**src/shared/nic_pkg.sv**
```systemverilog
package nic_pkg;

    // Register map: 2FH/3FH are not word multiples, so offsets are word indices
    localparam logic [7:0] NIC_IDX_PERMIT = 8'h2F;
    localparam logic [7:0] NIC_IDX_REQUEST = 8'h3F;
    localparam logic [7:0] NIC_IDX_GLOBAL = 8'h40;
    localparam logic [7:0] NIC_IDX_STATUS = 8'h41;
    localparam logic [7:0] NIC_IDX_EVT_STAT = 8'h42;
    localparam logic [7:0] NIC_IDX_EVT_CLR = 8'h43;
    localparam logic [7:0] NIC_IDX_EVT_EN = 8'h44;

    // Source bit positions
    localparam int NIC_SRC_PIN = 0;
    localparam int NIC_SRC_TMR = 1;
    localparam int NIC_SRC_VSY = 2;
    localparam int NIC_SRC_SIO = 3;
    localparam int NIC_NSRC = 4;

    localparam int NIC_RSTACK_DEPTH = 6;
    localparam int NIC_ISTACK_DEPTH = 2;
    localparam int NIC_ADDR_W = 12;
    localparam int NIC_BANK_W = 2;

    localparam logic [3:0] NIC_PERMIT_RST = 4'h0;
    localparam logic [3:0] NIC_REQUEST_RST = 4'h0;
    localparam logic [NIC_BANK_W-1:0] NIC_BANK_ZERO = 2'h0;

    // Event status bits
    localparam int NIC_EV_ACCEPT = 0;
    localparam int NIC_EV_OVERFLOW = 1;
    localparam int NIC_EV_CTX_LOST = 2;
    localparam int NIC_NEV = 3;

    typedef struct packed {
        logic [NIC_BANK_W-1:0] bank;
        logic index_enable_flag;
    } nic_ctx_t;

    // CPU-side request/answer group
    typedef struct packed {
        logic call;
        logic ret;
        logic return_from_service_instr;
        logic global_irq_enable_instr;
        logic global_irq_disable_instr;
        logic [NIC_ADDR_W-1:0] push_addr;
        nic_ctx_t cur_ctx;
    } nic_cpu_req_t;

    typedef struct packed {
        logic take_irq;
        logic [1:0] vector;
        logic [NIC_ADDR_W-1:0] pop_addr;
        logic restore;
        nic_ctx_t ctx;
    } nic_cpu_ans_t;

endpackage : nic_pkg

```
**src/hw/nic_core.sv**
```systemverilog
`timescale 1ns/1ps
//
// Contract
// - Accepting an interrupt pushes its return address onto the return stack.
// - The return stack holds six entries, levels 0 to 5.
// - Calls and interrupts share that one return stack.
// - Accepting an interrupt selects data bank 0 before the service routine starts.
// - Exactly four sources exist: filtered pin, timer, vertical sync, serial.
// - At three nested levels the oldest context is swept off, so the final return restores the second one's again.
// - The global enable instruction opens every source whose permit flag is set.
// - The per-source permit flags form the register at index 2FH.
// - The per-source request flags form the register at index 3FH.
// - The timer request comes from the interval pulse of the second selector.
// - The context stack is two deep, saving bank and index enable, which are then cleared.
module nic_core
    import nic_pkg::*;
(
    input wire logic pclk,
    input wire logic presetn,
    input wire logic clk_en,
    input wire logic psel,
    input wire logic penable,
    input wire logic pwrite,
    input wire logic [31:0] paddr,
    input wire logic [31:0] pwdata,
    output logic [31:0] prdata,
    output logic pready,
    output logic pslverr,
    input wire logic filtered_irq_pin,
    input wire logic vsync_pin,
    input wire logic pin_edge_fall,
    input wire logic vsync_edge_fall,
    input wire logic timer_interval_pulse,
    input wire logic serial_done_pulse,
    input wire nic_pkg::nic_cpu_req_t cpu_req,
    output nic_pkg::nic_cpu_ans_t cpu_ans,
    output logic irq
);
    import nic_pkg::*;

    ////////////////////////////////////////////////////////////////////////////////
    // All state lives here so one register process covers reset and the clock enable
    typedef struct packed {
        logic [1:0] pin_sync;
        logic [1:0] vsy_sync;
        logic pin_last;
        logic vsy_last;
        logic [NIC_NSRC-1:0] permit;
        logic [NIC_NSRC-1:0] request;
        logic gie;
        logic [NIC_RSTACK_DEPTH-1:0][NIC_ADDR_W-1:0] rstack;
        logic [2:0] rdepth;
        nic_ctx_t [NIC_ISTACK_DEPTH-1:0] istack;
        // Live contexts, saturating at the stack depth; only used to flag a sweep-off
        logic [1:0] ilevel;
        logic [NIC_NEV-1:0] ev_stat;
        logic [NIC_NEV-1:0] ev_en;
        logic [31:0] prdata;
        logic pready;
        logic pslverr;
        nic_cpu_ans_t ans;
        logic irq;
    } nic_state_t;

    nic_state_t st_ff;
    nic_state_t nxt_st;

    ////////////////////////////////////////////////////////////////////////////////
    // Word index decode, shared by read and write paths
    function automatic logic idx_hit(input logic [31:0] a, input logic [7:0] idx);
        idx_hit = (a[1:0] == 2'h0) && (a[31:2] == {22'h0, idx});
    endfunction : idx_hit

    function automatic logic mapped(input logic [31:0] a);
        mapped = idx_hit(a, NIC_IDX_PERMIT) || idx_hit(a, NIC_IDX_REQUEST) ||
                 idx_hit(a, NIC_IDX_GLOBAL) || idx_hit(a, NIC_IDX_STATUS) ||
                 idx_hit(a, NIC_IDX_EVT_STAT) || idx_hit(a, NIC_IDX_EVT_CLR) ||
                 idx_hit(a, NIC_IDX_EVT_EN);
    endfunction : mapped

    // Shared by both pins; flipping the select while the pin is steady raises no edge by itself
    function automatic logic edge_seen(input logic fall, input logic last, input logic now);
        edge_seen = fall ? (last && !now) : (!last && now);
    endfunction : edge_seen

    logic access;
    logic wr;
    logic rd;
    logic pin_rise;
    logic vsy_rise;
    logic [NIC_NSRC-1:0] src_evt;
    logic [NIC_NSRC-1:0] pending;
    logic [1:0] winner;
    logic take;
    logic [NIC_NEV-1:0] ev_set;
    logic rstack_full;
    logic stack_op;

    // One fixed wait state: the request is decoded once and pready answers on the next edge
    assign access = psel && penable && !st_ff.pready;
    assign wr = access && pwrite;
    assign rd = access && !pwrite;

    ////////////////////////////////////////////////////////////////////////////////
    always_comb
    begin
        nxt_st = st_ff;
        ev_set = '0;
        nxt_st.ans.take_irq = 1'b0;
        nxt_st.ans.restore = 1'b0;
        nxt_st.pready = access;
        // Unmapped or unaligned words answer with an error and change nothing
        nxt_st.pslverr = access && !mapped(paddr);

        // Pins are asynchronous: two flops before any edge logic
        nxt_st.pin_sync = {st_ff.pin_sync[0], filtered_irq_pin};
        nxt_st.vsy_sync = {st_ff.vsy_sync[0], vsync_pin};
        nxt_st.pin_last = st_ff.pin_sync[1];
        nxt_st.vsy_last = st_ff.vsy_sync[1];
        pin_rise = edge_seen(pin_edge_fall, st_ff.pin_last, st_ff.pin_sync[1]);
        vsy_rise = edge_seen(vsync_edge_fall, st_ff.vsy_last, st_ff.vsy_sync[1]);

        src_evt = '0;
        src_evt[NIC_SRC_PIN] = pin_rise;
        src_evt[NIC_SRC_TMR] = timer_interval_pulse;
        src_evt[NIC_SRC_VSY] = vsy_rise;
        src_evt[NIC_SRC_SIO] = serial_done_pulse;

        // Fixed priority among simultaneous pending sources, lowest bit wins
        pending = st_ff.request & st_ff.permit;
        winner = 2'h0;
        for (int i = NIC_NSRC - 1; i >= 0; i--)
        begin
            if (pending[i])
            begin
                winner = i[1:0];
            end
        end
        // Depth six is full: an interrupt then waits rather than overwrite a return address
        rstack_full = (st_ff.rdepth >= 3'(NIC_RSTACK_DEPTH));
        stack_op = cpu_req.call || cpu_req.ret || cpu_req.return_from_service_instr;
        // Push needs a free return slot; a full stack holds the request pending
        take = st_ff.gie && (pending != '0) && !stack_op && !rstack_full;

        // Software write to request register; a new edge wins over a clear
        if (wr && idx_hit(paddr, NIC_IDX_REQUEST))
        begin
            nxt_st.request = pwdata[NIC_NSRC-1:0];
        end
        if (wr && idx_hit(paddr, NIC_IDX_PERMIT))
        begin
            nxt_st.permit = pwdata[NIC_NSRC-1:0];
        end
        if (wr && idx_hit(paddr, NIC_IDX_GLOBAL))
        begin
            nxt_st.gie = pwdata[0];
        end
        if (wr && idx_hit(paddr, NIC_IDX_EVT_EN))
        begin
            nxt_st.ev_en = pwdata[NIC_NEV-1:0];
        end
        if (wr && idx_hit(paddr, NIC_IDX_EVT_CLR))
        begin
            nxt_st.ev_stat = st_ff.ev_stat & ~pwdata[NIC_NEV-1:0];
        end

        // A disable in the same cycle as an enable wins, being applied last
        if (cpu_req.global_irq_enable_instr)
        begin
            nxt_st.gie = 1'b1;
        end
        if (cpu_req.global_irq_disable_instr)
        begin
            nxt_st.gie = 1'b0;
        end

        if (take)
        begin
            nxt_st.request[winner] = 1'b0;
            nxt_st.gie = 1'b0;
            nxt_st.rstack[st_ff.rdepth] = cpu_req.push_addr;
            nxt_st.rdepth = st_ff.rdepth + 3'h1;
            // Sweep-off: the older entry falls out when a third context arrives
            if (st_ff.ilevel == 2'(NIC_ISTACK_DEPTH))
            begin
                ev_set[NIC_EV_CTX_LOST] = 1'b1;
            end
            else
            begin
                nxt_st.ilevel = st_ff.ilevel + 2'h1;
            end
            nxt_st.istack[1] = st_ff.istack[0];
            nxt_st.istack[0] = cpu_req.cur_ctx;
            nxt_st.ans.take_irq = 1'b1;
            nxt_st.ans.vector = winner;
            // Service starts in bank 0 with indexing off
            nxt_st.ans.ctx.bank = NIC_BANK_ZERO;
            nxt_st.ans.ctx.index_enable_flag = 1'b0;
            ev_set[NIC_EV_ACCEPT] = 1'b1;
        end
        else if (cpu_req.call)
        begin
            if (!rstack_full)
            begin
                nxt_st.rstack[st_ff.rdepth] = cpu_req.push_addr;
                nxt_st.rdepth = st_ff.rdepth + 3'h1;
            end
            else
            begin
                // A call with no free slot is dropped and reported, never wrapped
                ev_set[NIC_EV_OVERFLOW] = 1'b1;
            end
        end
        else if (cpu_req.ret || cpu_req.return_from_service_instr)
        begin
            // An empty stack keeps depth zero and leaves the last address on the bus
            if (st_ff.rdepth != 3'h0)
            begin
                nxt_st.rdepth = st_ff.rdepth - 3'h1;
                nxt_st.ans.pop_addr = st_ff.rstack[st_ff.rdepth - 3'h1];
            end
            if (cpu_req.return_from_service_instr)
            begin
                nxt_st.ans.restore = 1'b1;
                nxt_st.ans.ctx = st_ff.istack[0];
                nxt_st.istack[0] = st_ff.istack[1];
                // Bottom entry stays, so unwinding past a swept-off level hands back the oldest survivor
                if (st_ff.ilevel != 2'h0)
                begin
                    nxt_st.ilevel = st_ff.ilevel - 2'h1;
                end
                nxt_st.gie = 1'b1;
            end
        end

        // Hardware events set after software writes, so set wins over clear
        for (int i = 0; i < NIC_NSRC; i++)
        begin
            if (src_evt[i])
            begin
                nxt_st.request[i] = 1'b1;
            end
        end
        nxt_st.ev_stat = nxt_st.ev_stat | ev_set;
        // Built from the registered enable, so irq follows enable writes one cycle late
        nxt_st.irq = (nxt_st.ev_stat & st_ff.ev_en) != '0;

        // Reads of write-only or unmapped words return zero
        nxt_st.prdata = st_ff.prdata;
        if (rd)
        begin
            nxt_st.prdata = 32'h0;
            if (idx_hit(paddr, NIC_IDX_PERMIT))
            begin
                nxt_st.prdata = {28'h0, st_ff.permit};
            end
            if (idx_hit(paddr, NIC_IDX_REQUEST))
            begin
                nxt_st.prdata = {28'h0, st_ff.request};
            end
            if (idx_hit(paddr, NIC_IDX_GLOBAL))
            begin
                nxt_st.prdata = {31'h0, st_ff.gie};
            end
            if (idx_hit(paddr, NIC_IDX_STATUS))
            begin
                nxt_st.prdata = {21'h0, st_ff.istack[1], st_ff.istack[0], st_ff.vsy_sync[1],
                                 st_ff.pin_sync[1], st_ff.rdepth};
            end
            if (idx_hit(paddr, NIC_IDX_EVT_STAT))
            begin
                nxt_st.prdata = {29'h0, st_ff.ev_stat};
            end
            if (idx_hit(paddr, NIC_IDX_EVT_EN))
            begin
                nxt_st.prdata = {29'h0, st_ff.ev_en};
            end
        end
    end

    ////////////////////////////////////////////////////////////////////////////////
    always_ff @(posedge pclk or negedge presetn)
    begin
        if (!presetn)
        begin
            st_ff <= '0;
            // Nothing is permitted or pending until software opens a source
            st_ff.permit <= NIC_PERMIT_RST;
            st_ff.request <= NIC_REQUEST_RST;
        end
        else if (clk_en)
        begin
            st_ff <= nxt_st;
        end
    end

    assign prdata = st_ff.prdata;
    assign pready = st_ff.pready;
    assign pslverr = st_ff.pslverr;
    assign cpu_ans = st_ff.ans;
    assign irq = st_ff.irq;

endmodule : nic_core

```
**config.mk**
```make
export PLATFORM = sky130hd
export DESIGN_NAME = nic_core
export DESIGN_NICKNAME = d
export VERILOG_FILES = /design/src/shared/nic_pkg.sv /design/src/hw/nic_core.sv
export SDC_FILE = /design/constraint.sdc
export NUM_CORES = 1
export LEC_CHECK = 0
export BUFFER_PORTS_ARGS = -buffer_cell sky130_fd_sc_hd__buf_2
export CAP_MARGIN = 15
export CORE_MARGIN = 2
export CORE_UTILIZATION = 55
export DETAILED_ROUTE_END_ITERATION = 7
export GPL_ROUTABILITY_DRIVEN = 1
export PLACE_DENSITY = 0.8
export SYNTH_ARGS = -nofsm -noshare
export SYNTH_HDL_FRONTEND = slang
export SYNTH_SLANG_ARGS = --single-unit
```
**constraint.sdc**
```tcl
create_clock -name pclk -period 2.92 [get_ports pclk]
set_input_delay 0.876 -clock pclk [delete_from_list [all_inputs] [get_ports pclk]]
set_output_delay 0.876 -clock pclk [all_outputs]
set_load 0.1 [all_outputs]
```
### Word level (Yosys, flattened, before mapping)

Index checks and enable logic that the tools add are counted.

* bitwise logic cells: 9
* multiplexer cells: 56
* add/sub/neg operators: 4
* $lt $le $gt $ge: 6
* reduce and logical (&&, ||, !) cells: 64
* equality and inequality tests: 12

Operators by type and width (count)
* two-way mux 32 bit: 5
* == test 30 x 7 -> 1 bit (second input constant): 5
* two-way mux 76 bit: 1
* two-way mux 75 bit: 1
* bitwise mux 72 bit: 1
* two-way mux 72 bit: 1
* == test 30 x 6 -> 1 bit (second input constant): 2
* binary-select mux 12 bit (select 3 bit): 1
* demux 12 bit (select 3 bit): 1
* logical AND 1 bit: 26
* two-way mux 12 bit: 2
* two-way mux 4 bit: 6
* two-way mux 1 bit: 20
* two-way mux 5 bit: 4
* two-way mux 3 bit: 6
* two-way mux 2 bit: 6
* nonzero test 3 bit: 4
* nonzero test 2 bit: 5
* zero test 1 bit: 9
* logical OR 1 bit: 9
* AND 4 bit: 2
* less-than comparator 3 x 4 -> 1 bit (second input constant): 2
* AND reduction 2 bit: 4
* AND reduction 4 bit: 2
* 23 further kinds: 26

* input port bits: 96
* register bits after elaboration: 158
* output and inout port bits: 54

### Longest topological paths before layout

Gate-level depths: netlist of the first run.

* word-level depth: 13
* gate-level depth with buffers: 10

### Worst setup path before layout of the first run

No wires, ideal clock.

* kind: input to register
* start point: in paddr[1]
* end point: reg st_ff[148] in the netlist's numbering
* data arrival time: 2.469 ns
* required time: 2.795 ns
* stages on the path: 6
* path slack: 0.326 ns
* cells stage by stage: nor4_2 nand4_2 or2_1 buf_6 nor4_4 mux2_4

* longest elaborated chain between the ends: 4

Ends and longest elaborated chain
* start: declaration: line nic_core.sv:24 `input wire logic [31:0] paddr,`
* zero test 2 bit: line nic_core.sv:71 `idx_hit = (a[1:0] == 2'h0) && (a[31:2] == {22'h0, idx});`
* logical AND 1 bit: line nic_core.sv:71
* logical AND 1 bit: line nic_core.sv:150 `if (wr && idx_hit(paddr, NIC_IDX_PERMIT))`
* AND reduction 2 bit (no line)
* end signal: assignment: line nic_core.sv:293 `st_ff <= nxt_st;`
* end: declaration: line nic_core.sv:65 `nic_state_t st_ff;`

No other way between the ends.
A chain may end at the register's enable or synchronous reset.

### Worst setup path in the final report of the first run

* start point: reg st_ff[68] in the netlist's numbering
* end point: reg st_ff[89] in the netlist's numbering

* longest elaborated chain between the ends: 8
* elaborated cells between the ends (all ways): 15
* those cells by class: order compare (3); eq/ne (1); mux (6); reduce/logical (5)

Ends and longest elaborated chain
* less-than comparator 3 x 4 -> 1 bit (implied by the code) / greater-or-equal comparator 3 x 1 -> 1 bit (equally long branches): line nic_core.sv:181, nic_core.sv:205
* logical AND 1 bit (implied by the code): line nic_core.sv:181, nic_core.sv:205
* two-way mux 12 bit (implied by the code): line nic_core.sv:181, nic_core.sv:205
* demux 12 bit (select 3 bit): line nic_core.sv:181, nic_core.sv:205
* bitwise mux 72 bit: line nic_core.sv:181, nic_core.sv:205
* two-way mux 75 bit: line nic_core.sv:203 `if (!rstack_full)`
* two-way mux 72 bit: line nic_core.sv:201 `else if (cpu_req.call)`
* two-way mux 76 bit: line nic_core.sv:177 `if (take)`

Several ways; a longest one is shown, not always the timed one. The select of a mux whose other input is x is not followed.

==> results of run 1 <==
==> kinds of logic after synthesis <==
kind of cell    count (synthesis)  synth area share, %
compound gates                103                 10.2
xor+xnor                        3                0.370
buf+inv                        89                 8.29
mux                           123                 21.2
flops                         137                 48.2
fa+ha+maj                       4                0.704
other cells                     1               0.0528
simple gates                  130                 10.9
==> worst reg2reg max path, stage by stage (launching register included) <==
cell and delay (ns):
dfrtp_1 0.35, inv_1 0.12, ha_1 0.26, o21ai_0 0.44
o211ai_4 0.13, nand2b_1 0.21, buf_4 0.20, nand3_2 0.35
mux2_2 0.44
==> how the worst max path moves through the flow <==
stage | depth (start not counted) | from | to
5_1_grt | 8 | st_ff[68]$_DFFE_PN0P_ | st_ff[89]$_DFFE_PN0P_
4_1_cts | 8 | st_ff[68]$_DFFE_PN0P_ | st_ff[89]$_DFFE_PN0P_
3_5_place_dp | 7 | cpu_req[18] | st_ff[86]$_DFFE_PN0P_
6_report | 8 | st_ff[68]$_DFFE_PN0P_ | st_ff[89]$_DFFE_PN0P_
3_3_place_gp | 7 | cpu_req[18] | st_ff[91]$_DFFE_PN0P_
2_1_floorplan | 6 | paddr[1] | st_ff[148]$_DFFE_PN0P_
==> synth_stat cells, types with 5 or more instances <==
library cell	n	share of area, %
dfrtp_1	137	48
buf_4	54	5.7
nand2b_1	5	0.44
mux2_2	82	13
nor2_1	47	2.5
a22o_1	14	1.7
clkbuf_1	12	0.63
inv_1	10	0.53
nor3_1	5	0.35
a21oi_1	20	1.4
o2bb2ai_1	6	0.74
buf_6	6	0.95
nand2_1	26	1.4
mux4_2	12	3.8
nand3_2	5	0.70
mux2i_1	22	3.1
buf_2	6	0.42
o21ai_0	15	1.1
a21o_1	8	0.85
a22oi_1	12	1.3
nand3_1	9	0.63
a31oi_1	6	0.53
==> metrics by stage <==
stage | hold WS [ns] | setup WS, ns | total power [mW] | util, % | cells
floorplan | 0.450 | 0.326 | 5.50 | - | 610
CTS | 0.458 | 0.293 | 8.15 | 64.6 | 862
global route | 0.477 | 0.137 | 8.49 | 64.6 | 864
finish | 0.443 | 0.309 | 8.11 | 64.6 | 864
detailed placement | 0.465 | 0.0511 | 6.09 | 60.1 | 830
global placement | 0.458 | 0.0676 | 5.94 | 60.1 | 830
==> final cells by class <==
type | instances | area (µm²) | area share, %
Antenna cell | 1 | 2.50 | 0.0307
Inverter | 10 | 37.5 | 0.460
Tap cell | 172 | 215 | 2.64
Clock inverter | 11 | 113 | 1.38
Sequential cell | 137 | 3430 | 42.0
Multi-Input combinational cell | 384 | 3170 | 38.9
Clock buffer | 21 | 450 | 5.52
Timing Repair Buffer | 128 | 736 | 9.02
==> layout by cell type (no fill, tap or decap), types with 4 or more instances in the layout <==
cell type	Yosys	routed
clkbuf_16	0	17
o22ai_1	4	4
mux2i_1	22	22
mux4_2	12	12
o211ai_1	4	4
a31oi_1	6	6
dfrtp_1	137	137
ha_1	4	4
nand3_1	9	9
mux2_4	4	4
nand3_2	5	5
o2bb2ai_1	6	6
conb_1	1	21
a22oi_1	12	12
nor3_1	5	5
nand2_1	26	26
inv_1	10	10
nand2b_1	5	5
a21o_1	8	8
buf_4	54	26
a22o_1	14	14
nor2_1	47	47
inv_6	0	4
o21ai_0	15	15
a21oi_1	20	20
mux2_2	82	82
buf_2	6	100
==> registers in the layout (all words and copies together) (netlist names) <==
register / flops
st_ff: 100
cpu_ans: 19
prdata: 11
nxt_st: 4
irq: 1
pready: 1
pslverr: 1
==> per-layer routing <==
layer	track usage, %	vias up
met5	0	-
met4	8.73	0
met3	5.91	29
met2	40.4	206
met1	28.6	2481
li1	-	2261
==> power by group through the flow <==
stage / clock network (mW) / logic, mW / registers (mW)
floorplan: 0 / 2.72 / 2.79
global placement: 0 / 3.12 / 2.82
detailed placement: 0 / 3.21 / 2.87
CTS: 2.05 / 3.24 / 2.85
global route: 2.13 / 3.45 / 2.92
finish: 2.03 / 3.22 / 2.86
==> qor.txt, run 1 <==
Critical Path RT: 3.22 ns
Worst R2R Start: st_ff[68]$_DFFE_PN0P_
R2R depth: 8
synthesized area per cell: 12.0 µm²
Post-CTS Resized: 0
vias: 4977
routed wire length: 15600 µm
Top delay family on crit path: compound AO/OA/AOI/OAI gates
RR Endpoint: st_ff[89]$_DFFE_PN0P_
Sequential Power Share: 35.3%
Syn Std Cell Area: 7110 µm²
Num CTS Buffers: 17
final hold vios: 0
power per cell area: 994 nW/µm²
die area: 13800 µm²
Detail Route met3 WL: 1000 µm
Die Span Y: 118 µm
Tmin final: 2.61 ns
filler cell count: 930
Slew Limit Fails: 0
largest net degree at the start of global routing: 59
count of buffer and inverter cells on the critical path: 2
CP Capture Type: flop
GRT Total Usage: 23.5%
Max Clk Rate: 383 MHz
P_sw: 3.11 mW
status: finished clean
clock buffer depth: 2
Synth Instances: 590
Crit Path Class: reg -> reg
Worst path slowest cell: o21ai_0
WL met1: 6420 µm
H-tree Lvls: 4
post-synthesis register bit count: 137
EDFF count, synth: 0
vias in the first global route: 5157
Tightest Hold Check Type: in -> async
Seq/Total Area, Yosys: 48.2%
FFs w/ async S/R, synth: 100%
met2 WL post-DR: 7790 µm
post-CTS setup buffers: 0
critical-path cell list: inv_1 -> ha_1 -> o21ai_0 -> o211ai_4 -> nand2b_1 -> buf_4 -> nand3_2 -> mux2_2
final worst-path cycle share: 89.4%
Max-slew headroom: 61.5%
max-cap violation count: 0
antenna violations before repair: 1
leakage power: 3.77 nW
GR Overflow Total: 0
DR pass1 iterations: 5
share of cells above drive strength 1: 39.8%
Synth Flop Type: dfrtp_1
Core Rows: 41
IO buf count: 100
P&R area growth vs syn: 14.7%
Setup TNS: 0 ns
DRC: 0
final instance area: 8150 µm²
Worst EP arrival: 2.91 ns
gpl congestion: 0.902
post-DP HPWL: 10900 µm
R2R setup slack: 0.31 ns
post-DR vias/cell: 5.76
Placed Area: 7580 µm²
top sig layer: met4
Hold Buf Count CTS: 0
wire per inst: 18.0 µm
Logic pwr share: 39.7%
CP max FO: 12
Worst-path clk slew: 0.06 ns
Synth warnings: 0
slowest stage delay, CP: 0.44 ns
DR iter-0 viols: 399
Final #Nets: 778
Initial Util: 56.3%
first-pass GRT wire length: 25800 µm
Setup Skew: 0.00835 ns
P_int: 5.00 mW
Least-Margin Pin Slew: 0.577 ns
CTS tree: built
post-synth cell types: 63
power share of the clock group: 25.0%
Worst Setup Start Kind: flop
I/O Pins: 150
RSZ-0062 raised after global routing: no
clk_lat worst skew: 0.42 ns
final setup vio count: 0
core box area: 12600 µm²
Net Sw Frac: 38.3%
worst vdd ir: 1.19 mV
die width: 118 µm
root buf cell: clkbuf_16
CTS sink cnt: 137
post-detailed-route count of antenna-violating nets: 0
(Power assumes the default switching activity.)
==> inputs of run 2 (changes only) <==
Settings changed: ABC_AREA set to 0, CORE_ASPECT_RATIO set to 1.75, MAX_ROUTING_LAYER set to met4.
==> run 2 against run 1 <==
Cell count fell by 0.93%. Sequential cell count did not move. Clock power rose by 6%. Die area rose by 0.27%. Global-route usage rose by 2.5 points. Sequential power rose by 1%. Design area fell by 0.11%. Wire length rose by 7.0%. Clock-buffer cell count fell by 4. Critical path type unchanged. Critical endpoint is now st_ff[106]$_DFFE_PN0P_. Largest power group unchanged.
==> qor.txt, run 2 (synthesis gave the netlist of run 1 again) <==
Worst Setup Start Kind: flop
Hold Buf Count CTS: 0
I/O Pins: 150
filler cell count: 998
routed wire length: 16700 µm
multi-input logic area: 3160 µm²
Crit Path Class: reg -> reg
RSZ-0062 raised after global routing: no
Worst path slowest cell: o21ai_0
critical-path cell list: ha_1 -> o21ai_0 -> o211ai_4 -> nand2b_1 -> buf_12 -> nand3_2 -> mux2_2
antenna violations before repair: 0
Setup TNS: 0 ns
Top delay family on crit path: compound AO/OA/AOI/OAI gates
most common cell after layout, fill and taps aside: dfrtp_1
count of buffer and inverter cells on the critical path: 1
power per cell area: 1010 nW/µm²
slowest stage delay, CP: 0.47 ns
gpl congestion: 0.963
die area: 13900 µm²
GR Overflow Total: 0
IO buf count: 100
Num CTS Buffers: 17
Die Span Y: 154 µm
Worst EP arrival: 2.82 ns
clk_lat worst skew: 0.43 ns
Critical Path RT: 3.22 ns
final hold vios: 0
Post-CTS Resized: 0
vias: 5001
post-detailed-route count of antenna-violating nets: 0
Core Rows: 55
share of cells above drive strength 1: 39.6%
Max Clk Rate: 397 MHz
diode count: 0
post-DR vias/cell: 5.84
Final #Nets: 772
leakage power: 3.77 nW
CP max FO: 12
most frequent cells in the layout: dfrtp_1 (137), buf_2 (99), mux2_2 (82)
wire per inst: 19.5 µm
CTS sink cnt: 137
vias in the first global route: 5331
post-CTS setup buffers: 0
post-DP HPWL: 12000 µm
Max-slew headroom: 58.1%
largest net degree at the start of global routing: 51
CP Capture Type: flop
H-tree Lvls: 4
final setup vio count: 0
DR iter-0 viols: 267
Tightest Hold Check Type: in -> async
R2R depth: 7
P&R area growth vs syn: 14.6%
Worst-path clk slew: 0.07 ns
worst vdd ir: 1.13 mV
Tmin final: 2.52 ns
final worst-path cycle share: 86.3%
clock buffer depth: 2
Core Util, Final: 63.6%
core box area: 12800 µm²
status: finished clean
max reg flops: 100
Setup Skew: 0.0195 ns
die width: 89.9 µm
GRT Total Usage: 26.0%
path length in cells of the critical path: 7
Least-Margin Pin Slew: 0.628 ns
CTS tree: built
Storage cell area: 3430 µm²
DR pass1 iterations: 4
first-pass GRT wire length: 27400 µm
Slew Limit Fails: 0
max-cap violation count: 0
Biggest register: st_ff
root buf cell: clkbuf_16
DRC: 0
Initial Util: 55.5%
-- run 2: cell count changes in the layout (fill, tap and decap cells not counted), sizes merged --
cell	previous run	this run
clkinvlp	3	2
diode	1	0
buf	128	121
clkbuf	21	18
inv	15	20
-- run 2: stage by stage --
stage / std cells / setup WS, ns / power, mW / instance area, µm² / hold slack (ns)
floorplan: 610 / 0.326 / 5.50 / 7180 / 0.450
global placement: 823 / 0.128 / 5.90 / 7540 / 0.457
detailed placement: 823 / 0.0823 / 6.10 / 7540 / 0.465
CTS: 855 / 0.315 / 8.29 / 8140 / 0.478
global route: 856 / 0.243 / 8.63 / 8150 / 0.505
finish: 856 / 0.399 / 8.23 / 8150 / 0.474
-- run 2: worst paths after layout --
| kind | slack, ns | startpoint | end |
|---|---|---|---|
| worst max-delay path | 0.40 | st_ff[69]$_DFFE_PN0P_ | st_ff[106]$_DFFE_PN0P_ |
| worst min-delay path | 0.47 | presetn | prdata[1]$_DFFE_PN0P_ |
| worst max register to register | 0.40 | st_ff[69]$_DFFE_PN0P_ | st_ff[106]$_DFFE_PN0P_ |
| worst min register to register | 0.48 | prdata[2]$_DFFE_PN0P_ | prdata[2]$_DFFE_PN0P_ |
| max in group asynchronous | 1.76 | presetn | st_ff[111]$_DFFE_PN0P_ |
| min in group pclk | 0.48 | prdata[2]$_DFFE_PN0P_ | prdata[2]$_DFFE_PN0P_ |
-- run 2: layer usage --
layer	wire (µm)	track usage (%)	vias up
met1	6140	27.0	2528
met5	0	-	-
met3	696	4.82	46
met2	9030	46.2	170
met4	796	14.3	0
li1	-	-	2257
-- run 2: area by class of cell --
| type | instances | area share [%] |
|---|---|---|
| timing repair buffer | 122 | 8.66 |
| sequential | 137 | 42.1 |
| multi-input combinational | 384 | 38.8 |
| inverter | 10 | 0.461 |
| clock inverter | 15 | 2.09 |
| clock buffer | 17 | 5.22 |
| tap | 171 | 2.63 |
-- run 2: worst reg2reg max path: stages (launching register included) --
cell and delay [ns]:
dfrtp_1 0.46, ha_1 0.25, o21ai_0 0.47, o211ai_4 0.13, nand2b_1 0.15, buf_12 0.15, nand3_2 0.37, mux2_2 0.43
-- run 2: power breakdown --
part	leakage, nW	internal, mW	switching [mW]
Clock	0.288	1.22	0.927
Sequential	1.71	2.52	0.376
Combinational	1.77	1.23	1.95
